## config.mk

```make
export PLATFORM = sky130hd
export DESIGN_NAME = io_exec_core
export DESIGN_NICKNAME = d
export VERILOG_FILES = /design/src/inc/io_exec_pkg.sv /design/src/core/io_exec_core.sv
export SDC_FILE = /design/constraint.sdc
export NUM_CORES = 1
export LEC_CHECK = 0
export BUFFER_PORTS_ARGS = -buffer_cell sky130_fd_sc_hd__buf_4
export CORE_AREA = 4 4 250 130
export CTS_CLUSTER_DIAMETER = 120
export CTS_CLUSTER_SIZE = 40
export DETAILED_ROUTE_END_ITERATION = 8
export DIE_AREA = 0 0 254 134
export GPL_TIMING_DRIVEN = 0
export PLACE_DENSITY = 0.73
export SYNTH_ARGS = -nofsm -noshare
export SYNTH_HDL_FRONTEND = slang
export SYNTH_SLANG_ARGS = --single-unit
```

## constraint.sdc

```tcl
create_clock -name aclk -period 4.5 [get_ports aclk]
set_input_delay 0.9 -clock aclk [delete_from_list [all_inputs] [get_ports aclk]]
set_output_delay 0.9 -clock aclk [all_outputs]
set_load 0.02 [all_outputs]
```

## src/inc/io_exec_pkg.sv

```systemverilog
// constants and carrier types for the port i/o instruction executor
package io_exec_pkg;
   // register byte offsets
   localparam logic [7:0] OFS_CMD = 8'h00;
   localparam logic [7:0] OFS_STATUS = 8'h04;
   localparam logic [7:0] OFS_BC = 8'h08;
   localparam logic [7:0] OFS_DE = 8'h0c;
   localparam logic [7:0] OFS_HL = 8'h10;
   localparam logic [7:0] OFS_AF = 8'h14;
   localparam logic [7:0] OFS_PC = 8'h18;
   // status field positions
   localparam int ST_BUSY = 0;
   localparam int ST_INTR = 1;
   localparam int ST_ILLEGAL = 2;
   localparam int ST_BUF = 3;
   localparam int ST_MCYC_LSB = 8;
   localparam int ST_TST_LSB = 16;
   // flag positions
   localparam int FLAG_Z = 6;
   localparam int FLAG_N = 1;
   // opcodes
   localparam logic [7:0] OP_PREFIX = 8'hed;
   localparam logic [7:0] OP_IND = 8'haa;
   localparam logic [7:0] OP_INPUT_DECREMENTING_REPEAT = 8'hba;
   localparam logic [7:0] OP_INPUT_INCREMENTING_REPEAT = 8'hb2;
   localparam logic [7:0] OP_OUT_N = 8'hd3;
   localparam logic [7:0] OUT_C_MASK = 8'hc7;
   localparam logic [7:0] OUT_C_PAT = 8'h41;
   localparam logic [2:0] SRC_HOLE = 3'h6;
   localparam logic [2:0] SRC_B = 3'h0;
   localparam logic [2:0] SRC_C = 3'h1;
   localparam logic [2:0] SRC_D = 3'h2;
   localparam logic [2:0] SRC_E = 3'h3;
   localparam logic [2:0] SRC_H = 3'h4;
   localparam logic [2:0] SRC_L = 3'h5;
   localparam logic [2:0] SRC_A = 3'h7;
   // clock states per machine cycle, one state per aclk
   localparam logic [2:0] T_FETCH = 3'h4;
   localparam logic [2:0] T_BLK_OPER = 3'h5;
   localparam logic [2:0] T_BLK_PORT = 3'h3;
   localparam logic [2:0] T_BLK_MEMW = 3'h4;
   localparam logic [2:0] T_BLK_BACK = 3'h5;
   localparam logic [2:0] T_OUTN_OPER = 3'h3;
   localparam logic [2:0] T_OUTN_PORT = 3'h4;
   localparam logic [2:0] T_OUTC_OPER = 3'h4;
   localparam logic [2:0] T_OUTC_PORT = 3'h4;
   localparam logic [2:0] T_REFRESH_FROM = 3'h3;
   localparam logic [15:0] PC_STEP = 16'h0002;
   localparam logic [1:0] RESP_OKAY = 2'h0;
   localparam logic [1:0] RESP_SLVERR = 2'h2;

   typedef enum logic [2:0] {
      S_IDLE = 3'h0,
      S_FETCH = 3'h1,
      S_OPER = 3'h3,
      S_PORT = 3'h2,
      S_MEMW = 3'h6,
      S_BACK = 3'h7
   } state_type;

   typedef enum logic [2:0] {
      K_IND = 3'h0,
      K_INPUT_DECREMENTING_REPEAT = 3'h1,
      K_INPUT_INCREMENTING_REPEAT = 3'h2,
      K_OUTN = 3'h3,
      K_OUTC = 3'h4
   } kind_type;

   typedef struct packed {
      logic [15:0] addr;
      logic [7:0] dout;
      logic rd;
      logic wr;
   } port_bus_type;

   typedef struct packed {
      logic [15:0] addr;
      logic [7:0] data;
   } mem_wr_type;
endpackage

```

## src/core/io_exec_core.sv

```systemverilog
// port i/o instruction executor with axi4-lite register access
// Overview of operation
// (RULE_01) port number drives address bits 7..0
// (RULE_02) register B drives address bits 15..8
// (RULE_03) peripheral supplies one byte on input
// (RULE_04) ED AA: port to memory, dec B, pointer
// (RULE_05) single input: 4 cycles, 16 states
// (RULE_06) single input: Z if B-1 zero, N set
// (RULE_07) ED BA: repeat, rewind counter by two
// (RULE_08) interrupts, two refreshes between iterations
// (RULE_09) B zero at start moves 256 bytes
// (RULE_10) repeat 21 states, final iteration 16
// (RULE_11) repeat end: Z and N set
// (RULE_12) D3 n: n low, accumulator high, write
// (RULE_13) D3 n: 11 states, flags untouched
// (RULE_14) ED 01rrr001: register to port C
// (RULE_15) register output: 12 states, flags untouched
// (RULE_16) ED B2: repeat with pointer incremented
// (RULE_17) counter and pointer wrap silently
// (RULE_18) write and address use pre-update values
//
// Added by the designer: the register offsets and the AXI4-Lite slave port.
module io_exec_core #(
   parameter int BUF_DEPTH = 2
) (
   input wire logic aclk,
   input wire logic aresetn,
   input wire logic [7:0] awaddr,
   input wire logic awvalid,
   output logic awready,
   input wire logic [31:0] wdata,
   input wire logic [3:0] wstrb,
   input wire logic wvalid,
   output logic wready,
   output logic [1:0] bresp,
   output logic bvalid,
   input wire logic bready,
   input wire logic [7:0] araddr,
   input wire logic arvalid,
   output logic arready,
   output logic [31:0] rdata,
   output logic [1:0] rresp,
   output logic rvalid,
   input wire logic rready,
   output io_exec_pkg::port_bus_type port_bus,
   input wire logic [7:0] port_din,
   input wire logic port_din_valid,
   output logic port_din_ready,
   output io_exec_pkg::mem_wr_type mem_wr,
   output logic mem_wr_valid,
   input wire logic mem_wr_ready,
   input wire logic int_req,
   output logic int_ack,
   output logic refresh
);
   localparam int CW = $clog2(BUF_DEPTH + 1);
   localparam logic [CW-1:0] DEPTH_C = CW'(BUF_DEPTH);

   if (BUF_DEPTH < 2 || BUF_DEPTH > 8) begin : g_depth_check
      $error("BUF_DEPTH must lie between 2 and 8");
   end

   typedef struct packed {
      io_exec_pkg::state_type st;
      io_exec_pkg::kind_type kind;
      logic [2:0] t;
      logic [3:0] mcyc;
      logic [4:0] tst;
      logic [3:0] last_m;
      logic [4:0] last_t;
      logic [7:0] b, c, d, e, h, l, a, f;
      logic [15:0] pc;
      logic [7:0] op1;
      logic intr, illegal;
      logic [BUF_DEPTH-1:0][23:0] fifo;
      logic [CW-1:0] cnt;
      logic buf_valid, in_ready;
      io_exec_pkg::port_bus_type port;
      logic refresh, int_ack;
      logic aw_have, w_have;
      logic [7:0] aw_l;
      logic [31:0] wd_l;
      logic [3:0] ws_l;
      logic awready, wready, bvalid, arready, rvalid;
      logic [1:0] bresp, rresp;
      logic [31:0] rdata;
   } state_reg_type;

   state_reg_type s_reg, s_next;

   function automatic logic [2:0] mlen(io_exec_pkg::state_type st,
                                       io_exec_pkg::kind_type k);
      logic [2:0] r;
      r = io_exec_pkg::T_FETCH;
      case (st)
         io_exec_pkg::S_OPER: begin
            r = (k == io_exec_pkg::K_OUTN) ? io_exec_pkg::T_OUTN_OPER :
                (k == io_exec_pkg::K_OUTC) ? io_exec_pkg::T_OUTC_OPER :
                io_exec_pkg::T_BLK_OPER; // RULE_05 RULE_13 RULE_15
         end
         io_exec_pkg::S_PORT: begin
            r = (k == io_exec_pkg::K_OUTN) ? io_exec_pkg::T_OUTN_PORT :
                (k == io_exec_pkg::K_OUTC) ? io_exec_pkg::T_OUTC_PORT :
                io_exec_pkg::T_BLK_PORT;
         end
         io_exec_pkg::S_MEMW: r = io_exec_pkg::T_BLK_MEMW;
         io_exec_pkg::S_BACK: r = io_exec_pkg::T_BLK_BACK; // RULE_10
         default: r = io_exec_pkg::T_FETCH;
      endcase
      return r;
   endfunction

   function automatic logic [7:0] src_reg(state_reg_type s, logic [2:0] sel);
      logic [7:0] r;
      r = s.a;
      case (sel) // RULE_14
         io_exec_pkg::SRC_B: r = s.b;
         io_exec_pkg::SRC_C: r = s.c;
         io_exec_pkg::SRC_D: r = s.d;
         io_exec_pkg::SRC_E: r = s.e;
         io_exec_pkg::SRC_H: r = s.h;
         io_exec_pkg::SRC_L: r = s.l;
         default: r = s.a;
      endcase
      return r;
   endfunction

   function automatic logic [7:0] merge8(logic [7:0] old, logic [7:0] nw,
                                         logic en);
      return en ? nw : old;
   endfunction

   always_comb begin
      logic pop, push, is_in;
      logic [7:0] b_dec;
      logic [15:0] hl, hl_upd;
      logic [23:0] push_word;
      logic [CW-1:0] cnt_pop;
      logic [31:0] rd;
      s_next = s_reg;
      s_next.refresh = 1'b0;
      s_next.int_ack = 1'b0;
      push = 1'b0;
      pop = 1'b0;
      cnt_pop = '0;
      rd = 32'h0;
      hl = {s_reg.h, s_reg.l};
      push_word = {hl, port_din}; // RULE_18
      is_in = (s_reg.kind != io_exec_pkg::K_OUTN) &&
              (s_reg.kind != io_exec_pkg::K_OUTC);
      b_dec = s_reg.b - 8'h01; // RULE_09 RULE_17
      hl_upd = (s_reg.kind == io_exec_pkg::K_INPUT_INCREMENTING_REPEAT) ?
               hl + 16'h0001 : hl - 16'h0001; // RULE_16 RULE_17

      // sequencer: one aclk per clock state
      if (s_reg.st != io_exec_pkg::S_IDLE) begin
         s_next.t = s_reg.t - 3'h1;
         s_next.tst = s_reg.tst + 5'h01;
      end
      unique case (s_reg.st)
         io_exec_pkg::S_IDLE: begin
         end
         io_exec_pkg::S_FETCH: begin
            if (s_reg.t == 3'h0) begin
               s_next.st = io_exec_pkg::S_OPER;
               s_next.t = mlen(io_exec_pkg::S_OPER, s_reg.kind) - 3'h1;
               s_next.mcyc = s_reg.mcyc + 4'h1;
            end
         end
         io_exec_pkg::S_OPER: begin
            if (s_reg.t == 3'h0) begin
               s_next.st = io_exec_pkg::S_PORT;
               s_next.t = mlen(io_exec_pkg::S_PORT, s_reg.kind) - 3'h1;
               s_next.mcyc = s_reg.mcyc + 4'h1;
               s_next.pc = s_reg.pc + io_exec_pkg::PC_STEP;
               if (s_reg.kind == io_exec_pkg::K_OUTN) begin
                  s_next.port.addr = {s_reg.a, s_reg.op1}; // RULE_01 RULE_12
                  s_next.port.dout = s_reg.a; // RULE_12
                  s_next.port.wr = 1'b1;
               end else begin
                  s_next.port.addr = {s_reg.b, s_reg.c}; // RULE_01 RULE_02
                  s_next.port.dout = src_reg(s_reg, s_reg.op1[5:3]);
                  s_next.port.wr = !is_in; // RULE_14
                  s_next.port.rd = is_in;
               end
            end
         end
         io_exec_pkg::S_PORT: begin
            if (s_reg.t == 3'h0) begin
               if (!is_in) begin
                  // outputs end here, flags untouched
                  s_next.port.wr = 1'b0; // RULE_13 RULE_15
                  s_next.st = io_exec_pkg::S_IDLE;
                  s_next.last_m = s_reg.mcyc + 4'h1;
                  s_next.last_t = s_reg.tst + 5'h01;
               end else if (port_din_valid && s_reg.in_ready) begin
                  push = 1'b1; // RULE_03 RULE_04
                  s_next.port.rd = 1'b0;
                  s_next.st = io_exec_pkg::S_MEMW;
                  s_next.t = mlen(io_exec_pkg::S_MEMW, s_reg.kind) - 3'h1;
                  s_next.mcyc = s_reg.mcyc + 4'h1;
               end else begin
                  // stall holds the state count, not a documented state
                  s_next.t = 3'h0;
                  s_next.tst = s_reg.tst;
               end
            end
         end
         io_exec_pkg::S_MEMW: begin
            if (s_reg.t == 3'h0) begin
               s_next.b = b_dec; // RULE_04
               {s_next.h, s_next.l} = hl_upd;
               s_next.f[io_exec_pkg::FLAG_N] = 1'b1; // RULE_06 RULE_11
               s_next.f[io_exec_pkg::FLAG_Z] = (b_dec == 8'h00); // RULE_06
               if (s_reg.kind != io_exec_pkg::K_IND && b_dec != 8'h00) begin
                  s_next.st = io_exec_pkg::S_BACK;
                  s_next.t = mlen(io_exec_pkg::S_BACK, s_reg.kind) - 3'h1;
                  s_next.mcyc = s_reg.mcyc + 4'h1;
                  s_next.pc = s_reg.pc - io_exec_pkg::PC_STEP; // RULE_07
               end else begin
                  s_next.st = io_exec_pkg::S_IDLE; // RULE_05 RULE_10
                  s_next.last_m = s_reg.mcyc + 4'h1;
                  s_next.last_t = s_reg.tst + 5'h01;
               end
            end
         end
         io_exec_pkg::S_BACK: begin
            s_next.refresh = (s_reg.t >= io_exec_pkg::T_REFRESH_FROM); // RULE_08
            if (s_reg.t == 3'h0) begin
               s_next.last_m = s_reg.mcyc + 4'h1; // RULE_10
               s_next.last_t = s_reg.tst + 5'h01;
               s_next.mcyc = 4'h0;
               s_next.tst = 5'h00;
               s_next.t = io_exec_pkg::T_FETCH - 3'h1;
               if (int_req) begin
                  // counter already rewound, so the loop resumes later
                  s_next.st = io_exec_pkg::S_IDLE; // RULE_08
                  s_next.intr = 1'b1;
                  s_next.int_ack = 1'b1;
               end else begin
                  s_next.st = io_exec_pkg::S_FETCH; // RULE_07
               end
            end
         end
      endcase

      // BUF_DEPTH-entry shift buffer toward memory, head always at slot 0
      pop = s_reg.buf_valid && mem_wr_ready;
      cnt_pop = s_reg.cnt - CW'(pop);
      for (int i = 0; i < BUF_DEPTH; i++) begin
         if (pop) begin
            s_next.fifo[i] = (i + 1 < BUF_DEPTH) ? s_reg.fifo[i+1] : 24'h0;
         end
      end
      if (push) begin
         s_next.fifo[cnt_pop] = push_word;
      end
      s_next.cnt = cnt_pop + CW'(push);
      s_next.buf_valid = (s_next.cnt != '0);
      s_next.in_ready = (s_next.cnt < DEPTH_C);

      // axi write path
      if (awvalid && s_reg.awready) begin
         s_next.aw_have = 1'b1;
         s_next.aw_l = awaddr;
      end
      if (wvalid && s_reg.wready) begin
         s_next.w_have = 1'b1;
         s_next.wd_l = wdata;
         s_next.ws_l = wstrb;
      end
      if (s_reg.bvalid && bready) begin
         s_next.bvalid = 1'b0;
      end
      if (s_reg.aw_have && s_reg.w_have && !s_reg.bvalid) begin
         s_next.aw_have = 1'b0;
         s_next.w_have = 1'b0;
         s_next.bvalid = 1'b1;
         s_next.bresp = io_exec_pkg::RESP_OKAY;
         if (s_reg.st != io_exec_pkg::S_IDLE &&
             s_reg.aw_l != io_exec_pkg::OFS_STATUS) begin
            // no register changes under a running instruction
            s_next.bresp = io_exec_pkg::RESP_SLVERR;
         end else begin
            case (s_reg.aw_l)
               io_exec_pkg::OFS_CMD: begin
                  s_next.op1 = s_reg.wd_l[15:8];
                  s_next.intr = 1'b0;
                  s_next.illegal = 1'b0;
                  s_next.st = io_exec_pkg::S_FETCH;
                  s_next.t = io_exec_pkg::T_FETCH - 3'h1;
                  s_next.mcyc = 4'h0;
                  s_next.tst = 5'h00;
                  if (s_reg.wd_l[7:0] == io_exec_pkg::OP_OUT_N) begin
                     s_next.kind = io_exec_pkg::K_OUTN;
                  end else if (s_reg.wd_l[7:0] != io_exec_pkg::OP_PREFIX) begin
                     s_next.st = io_exec_pkg::S_IDLE;
                     s_next.illegal = 1'b1;
                  end else if (s_reg.wd_l[15:8] == io_exec_pkg::OP_IND) begin
                     s_next.kind = io_exec_pkg::K_IND;
                  end else if (s_reg.wd_l[15:8] == io_exec_pkg::OP_INPUT_DECREMENTING_REPEAT) begin
                     s_next.kind = io_exec_pkg::K_INPUT_DECREMENTING_REPEAT;
                  end else if (s_reg.wd_l[15:8] == io_exec_pkg::OP_INPUT_INCREMENTING_REPEAT) begin
                     s_next.kind = io_exec_pkg::K_INPUT_INCREMENTING_REPEAT;
                  end else if ((s_reg.wd_l[15:8] & io_exec_pkg::OUT_C_MASK) ==
                               io_exec_pkg::OUT_C_PAT &&
                               s_reg.wd_l[13:11] != io_exec_pkg::SRC_HOLE) begin
                     s_next.kind = io_exec_pkg::K_OUTC;
                  end else begin
                     s_next.st = io_exec_pkg::S_IDLE;
                     s_next.illegal = 1'b1;
                  end
               end
               io_exec_pkg::OFS_STATUS: begin
               end
               io_exec_pkg::OFS_BC: begin
                  s_next.b = merge8(s_reg.b, s_reg.wd_l[15:8], s_reg.ws_l[1]);
                  s_next.c = merge8(s_reg.c, s_reg.wd_l[7:0], s_reg.ws_l[0]);
               end
               io_exec_pkg::OFS_DE: begin
                  s_next.d = merge8(s_reg.d, s_reg.wd_l[15:8], s_reg.ws_l[1]);
                  s_next.e = merge8(s_reg.e, s_reg.wd_l[7:0], s_reg.ws_l[0]);
               end
               io_exec_pkg::OFS_HL: begin
                  s_next.h = merge8(s_reg.h, s_reg.wd_l[15:8], s_reg.ws_l[1]);
                  s_next.l = merge8(s_reg.l, s_reg.wd_l[7:0], s_reg.ws_l[0]);
               end
               io_exec_pkg::OFS_AF: begin
                  s_next.a = merge8(s_reg.a, s_reg.wd_l[15:8], s_reg.ws_l[1]);
                  s_next.f = merge8(s_reg.f, s_reg.wd_l[7:0], s_reg.ws_l[0]);
               end
               io_exec_pkg::OFS_PC: begin
                  s_next.pc[15:8] = merge8(s_reg.pc[15:8], s_reg.wd_l[15:8],
                                           s_reg.ws_l[1]);
                  s_next.pc[7:0] = merge8(s_reg.pc[7:0], s_reg.wd_l[7:0],
                                          s_reg.ws_l[0]);
               end
               default: s_next.bresp = io_exec_pkg::RESP_SLVERR;
            endcase
         end
      end
      s_next.awready = !s_next.aw_have;
      s_next.wready = !s_next.w_have;

      // axi read path, data sampled at the taking edge
      rd = 32'h0;
      case (araddr)
         io_exec_pkg::OFS_CMD: rd = {24'h0, s_reg.op1};
         io_exec_pkg::OFS_STATUS: begin
            rd[io_exec_pkg::ST_BUSY] = (s_reg.st != io_exec_pkg::S_IDLE);
            rd[io_exec_pkg::ST_INTR] = s_reg.intr;
            rd[io_exec_pkg::ST_ILLEGAL] = s_reg.illegal;
            rd[io_exec_pkg::ST_BUF] = s_reg.buf_valid;
            rd[io_exec_pkg::ST_MCYC_LSB +: 4] = s_reg.last_m;
            rd[io_exec_pkg::ST_TST_LSB +: 5] = s_reg.last_t;
         end
         io_exec_pkg::OFS_BC: rd = {16'h0, s_reg.b, s_reg.c};
         io_exec_pkg::OFS_DE: rd = {16'h0, s_reg.d, s_reg.e};
         io_exec_pkg::OFS_HL: rd = {16'h0, s_reg.h, s_reg.l};
         io_exec_pkg::OFS_AF: rd = {16'h0, s_reg.a, s_reg.f};
         io_exec_pkg::OFS_PC: rd = {16'h0, s_reg.pc};
         default: rd = 32'h0;
      endcase
      if (s_reg.rvalid && rready) begin
         s_next.rvalid = 1'b0;
      end
      if (arvalid && s_reg.arready) begin
         s_next.rvalid = 1'b1;
         s_next.rdata = rd;
         s_next.rresp = (rd == 32'h0 && araddr != io_exec_pkg::OFS_CMD &&
                         araddr != io_exec_pkg::OFS_STATUS &&
                         araddr != io_exec_pkg::OFS_BC &&
                         araddr != io_exec_pkg::OFS_DE &&
                         araddr != io_exec_pkg::OFS_HL &&
                         araddr != io_exec_pkg::OFS_AF &&
                         araddr != io_exec_pkg::OFS_PC) ?
                        io_exec_pkg::RESP_SLVERR : io_exec_pkg::RESP_OKAY;
      end
      s_next.arready = !s_next.rvalid;
   end

   always_ff @(posedge aclk) begin
      if (!aresetn) begin
         s_reg <= '0;
      end else begin
         s_reg <= s_next;
      end
   end

   assign awready = s_reg.awready;
   assign wready = s_reg.wready;
   assign bvalid = s_reg.bvalid;
   assign bresp = s_reg.bresp;
   assign arready = s_reg.arready;
   assign rvalid = s_reg.rvalid;
   assign rdata = s_reg.rdata;
   assign rresp = s_reg.rresp;
   assign port_bus = s_reg.port;
   assign port_din_ready = s_reg.in_ready;
   assign mem_wr = s_reg.fifo[0];
   assign mem_wr_valid = s_reg.buf_valid;
   assign int_ack = s_reg.int_ack;
   assign refresh = s_reg.refresh;
endmodule

```

Word-level counts from Yosys, hierarchy flattened
Cells that the tools add are included.

operators by class
  $add $sub $neg = 14
  $lt $le $gt $ge = 4
  equal/unequal tests = 57
  multiplexer cells = 130
  bitwise operators = 1
  reductions and logical operators = 55

operators by type and width
  cell                  count
  $mux W90              2
  $mux W16              11
  $mux W24              4
  $mux W3               30
  $mux W8               8
  $mux W18              3
  $bwmux W48            1
  $eq A8 B5 Y1 const B  6
  $mux W48              1
  $pmux W4 S6           2
  $pmux W8 S6           1
  $mux W21              2
  $mux W1               37
  $pmux W7 S5           1
  $eq A8 B4 Y1 const B  4
  $eq A8 B8 Y1 const B  4
  $logic_not A32 Y1     1
  $pmux W16 S2          1
  $mux W7               4
  $pmux W4 S7           1
  $pmux W9 S3           1
  $demux W24 S1         1
  $logic_not A8 Y1      3
  $ne A4 B4 Y1 const B  6
  50 further kinds      126

storage, ports and cells
  register bits = 255
  input port bits = 70
  output and inout bits = 95
  word-level logic and storage cells = 306

Longest topological paths before layout
  depth after elaboration = 13
  mapped depth = 12
  gate-level depth less buffers = 11

Least setup slack after synthesis
OpenSTA, ideal clock, no wires.

  path kind = register to register
  start point = register s_reg[279] (netlist bit)
  end point = register s_reg[223] (netlist bit)
  data arrival time = 3.320 ns
  data required time = 4.368 ns
  slack = 1.048 ns
  stages on the path, launching flop included = 12
  period minus slack after synthesis = 3.452 ns
  path through = dfxtp_1 > nor3b_1 > inv_1 > fa_1 > a21o_1 > a21o_1 > a2111oi_0 > o31ai_1 > a2111oi_0 > nor3_1 > mux2i_1 > a21oi_1

between the ends
  word-level cells in the longest chain between the ends = 7

ends and longest elaborated chain
  item                    RTL line             text
  start, declared         io_exec_core.sv:89   state_reg_type s_reg, s_next;
  start signal, assigned  io_exec_core.sv:386  s_reg <= s_next;
  $eq A3 B2 Y1 (*)        io_exec_core.sv:152  hl_upd = (s_reg.kind == io_exec_pkg::K_INPUT_INCREMENTING_REPEAT) ?
  $mux W16 (*)            io_exec_core.sv:152
  $mux W16 (*)            io_exec_core.sv:210  if (s_reg.t == 3'h0) begin
  $mux W16 (*)            io_exec_core.sv:160  unique case (s_reg.st)
  $mux W16                io_exec_core.sv:285  case (s_reg.aw_l)
  $mux W90                io_exec_core.sv:280  if (s_reg.st != io_exec_pkg::S_IDLE &&
  $mux W90 (*)            io_exec_core.sv:275  if (s_reg.aw_have && s_reg.w_have && !s_reg.bvalid) begin

Mark *: on every way between the ends. The rest lies on a longest branch, timed or not.
A chain may end at the register's enable or synchronous reset.

Worst setup path after layout
Same ends and word-level chain as after synthesis.

==> results.sh <==
export IMPL_min_period_ns=4.172
export IMPL_area_delta_synth_final_pct=13.75
export IMPL_clock_sinks=253
export IMPL_rsz0062_at_grt="no"
export IMPL_antennaDiodeCount=0
export IMPL_dieArea_mm2=0.03404
export IMPL_grt_antenna_before_repair=1
export IMPL_outcome="complete, no violations"
export IMPL_ir_drop_mv=0.2091
export IMPL_core_mm2=0.03007
export IMPL_first_pass_iters=6
export IMPL_initial_core_util_pct=44.64
export IMPL_end_kind="register"
export IMPL_fin_nets=2007
export IMPL_drive_above_1_share_pct=14.09
export IMPL_numPortBuffers=132
export IMPL_netlist_instances=1753
export IMPL_leakage_nw=5.681
export IMPL_place_congestion=1.018
export IMPL_grt_total_usage_pct=27.21
export IMPL_grt_pass1_wl_um=72450
export IMPL_cts_tree="yes"
export IMPL_ys_types=76
export IMPL_synth_edff_count=0
export IMPL_grt_overflow=0
export IMPL_worstMarginPinSlew_ns=1.325
export IMPL_maxCapViolCount=0
export IMPL_place_area_mm2=0.01496
export IMPL_antenna_left=0
export IMPL_synth_area_mm2=0.01342
export IMPL_hold_class="register to register"
export IMPL_start_kind="register"
export IMPL_worst_clock_skew_ns=0.05676
export IMPL_cts_max_path_buffers=3
export IMPL_r2r_end="s_reg[223]"
export IMPL_finish_utilization_pct=50.77
export IMPL_tns_ns=0
export IMPL_grt_pass1_vias=12573
export IMPL_required_ns=4.91
export IMPL_drt_iter0_markers=1727
export IMPL_cts_root_buf="clkbuf_16"
export IMPL_ys_seq_area_share_pct=37.74
export IMPL_max_freq_mhz=239.7
export IMPL_clk_latency_ns=0.53
export IMPL_hold_violations=0
export IMPL_setup_violations=0
export IMPL_vias=13725
export IMPL_r2r_start="s_reg[279]"
export IMPL_r2r_worst_path_cells=11
export IMPL_final_cell_mix="nand2_1 (319), dfxtp_1 (253), buf_4 (218), a21oi_1 (203), nor2_1 (155)"
export IMPL_ys_ff_latch=253
export IMPL_post_cts_buffers=0
export IMPL_yosysWarnings=0
export IMPL_num_rows=45
export IMPL_synth_flop_cell="dfxtp_1"
export IMPL_synthArstFlopShare_pct=0
export IMPL_final_common_cell="nand2_1"
export IMPL_via_per_inst=5.947
export IMPL_dp_hpwl_um=36580
export IMPL_io_pins=165
export IMPL_post_synth_cell_area_avg_um2=7.656
export IMPL_drt_wl_total_um=48810
export IMPL_h_tree_depth=1
export IMPL_power_density_mw_per_mm2=256.8
export IMPL_post_drt_wl_per_cell_um=21.15
export IMPL_critPathLaunch="s_reg[279]"
export IMPL_fin_crit_sh_pct=92.71
export IMPL_synth_area_leaders="dfxtp_1 (38%), nand2_1 (8.9%), a21oi_1 (7.6%)"
export IMPL_numCtsBuffers=10
export IMPL_r2r_setup_slack_ns=0.33
export IMPL_slew_violations=0
export IMPL_place_inst=2296
export IMPL_largest_reg_flops=171
export IMPL_endpoint="s_reg[223]"
export IMPL_worst_slew_margin_rel_pct=11.49
export IMPL_crit_path_max_fanout=15
export IMPL_worstSetupPathType="register to register"
export IMPL_die_y_um=134
export IMPL_drc=0
export IMPL_dieWidth_um=254
export IMPL_crit_arrival_ns=4.58
export IMPL_clkTransAtPathRegs_ns=0.16
export IMPL_grt_max_degree=41
export IMPL_final_area_mm2=0.01527
export IMPL_synth_area_leader_cell="dfxtp_1"
export IMPL_instances_no_fill=2308
export IMPL_synth_top_area_share_pct=37.74
[timing repair]
item	4_1_cts	5_1_grt
endpoints found under the setup margin	1	0
gates resized for setup	1	0
hold buffers	0	0
[power by group]
part	leakage [nW]	switching [mW]	total, mW	internal [mW]
Combinational	3.49	0.266	0.394	0.128
Sequential	2.04	0.0378	2.31	2.28
Clock	0.147	0.756	1.21	0.457
Total	5.68	1.06	3.92	2.86
[synthesized netlist by cell type, types with 3 or more instances]
cell type    n
a2111oi_0    4
a211oi_1    18
a21o_1       6
a21oi_1    203
a221oi_1    37
a22oi_1     10
a311oi_1    44
a31oi_1     15
and2_1      13
and3_1       7
and4_1       4
buf_1       10
buf_4       86
clkbuf_1   115
clkinv_1     3
dfxtp_1    253
ha_1        27
inv_1       25
mux2_2      14
mux2i_1     36
nand2_1    319
nand2b_1    12
nand3_1     81
nand3b_1     5
nand4_1      9
nor2_1     155
nor2b_1      5
nor3_1      31
nor3b_1      6
nor4_1       7
nor4b_1      3
o211ai_1    13
o21a_1       4
o21ai_0     65
o21bai_1     3
o221ai_1     6
o22ai_1      4
o31ai_1     10
or2_2        6
or3_1       11
or4_1        6
xnor2_1      7
xor2_1      12
[metrics by stage]
| step | worst slack [ns] | hold WS, ns | power, mW |
|---|---|---|---|
| 2_1_floorplan | 1.048 | 0.4320 | 2.564 |
| 3_3_place_gp | 0.06927 | 0.4393 | 2.740 |
| 3_5_place_dp | -0.01325 | 0.4434 | 2.741 |
| 4_1_cts | 0.4035 | 0.4621 | 3.908 |
| 5_1_grt | 0.03535 | 0.4851 | 4.019 |
| 6_report | 0.3279 | 0.4604 | 3.920 |
[layout make-up]
class | count | area, µm²
Buffer | 216 | 1146
Clock buffer | 11 | 275.3
Clock inverter | 1 | 30.03
Fill cell | 2985 | 14800
Inverter | 29 | 108.9
Multi-Input combinational cell | 1267 | 7151
Sequential cell | 253 | 5065
Tap cell | 399 | 499.2
Timing Repair Buffer | 132 | 991.0
[layer usage]
layer / routed length [µm] / GRT usage (%) / up-vias
met2: 20300 / 40.25 / 787
met5: 18 / 0 / -
li1: - / - / 6421
met3: 6472 / 7.828 / 137
met4: 2027 / 10.32 / 2
met1: 19990 / 37.68 / 6378
[worst min-delay path by stage]
stage,from,to,cells after the start
floorplan,s_reg[193],s_reg[193],2
global placement,s_reg[197],s_reg[197],2
detailed placement,rdata[19],rdata[19],2
CTS,rdata[19],rdata[19],2
global route,s_reg[197],s_reg[197],2
finish,rdata[19],rdata[19],2
[kinds of logic after synthesis]
kind of cell	share of synthesized area [%]
muxes	4.028
buffers and inverters	9.351
adders and majority gates	2.666
xor gates and xnor gates	1.240
other	0.02794
AOI/OAI and AO/OA	22.15
DFF	37.74
and+or+nand+nor	22.80
[critical path, stage by stage, from the launching register on]
cell,delay (ns)
dfxtp_1,0.46
nor3b_2,0.48
inv_1,0.44
fa_1,0.54
a21o_1,0.18
a21o_1,0.20
a2111oi_0,0.68
o31ai_1,0.26
a2111oi_0,0.44
nor3_1,0.13
mux2i_1,0.16
a21oi_1,0.08
(Power assumes the default switching activity.)
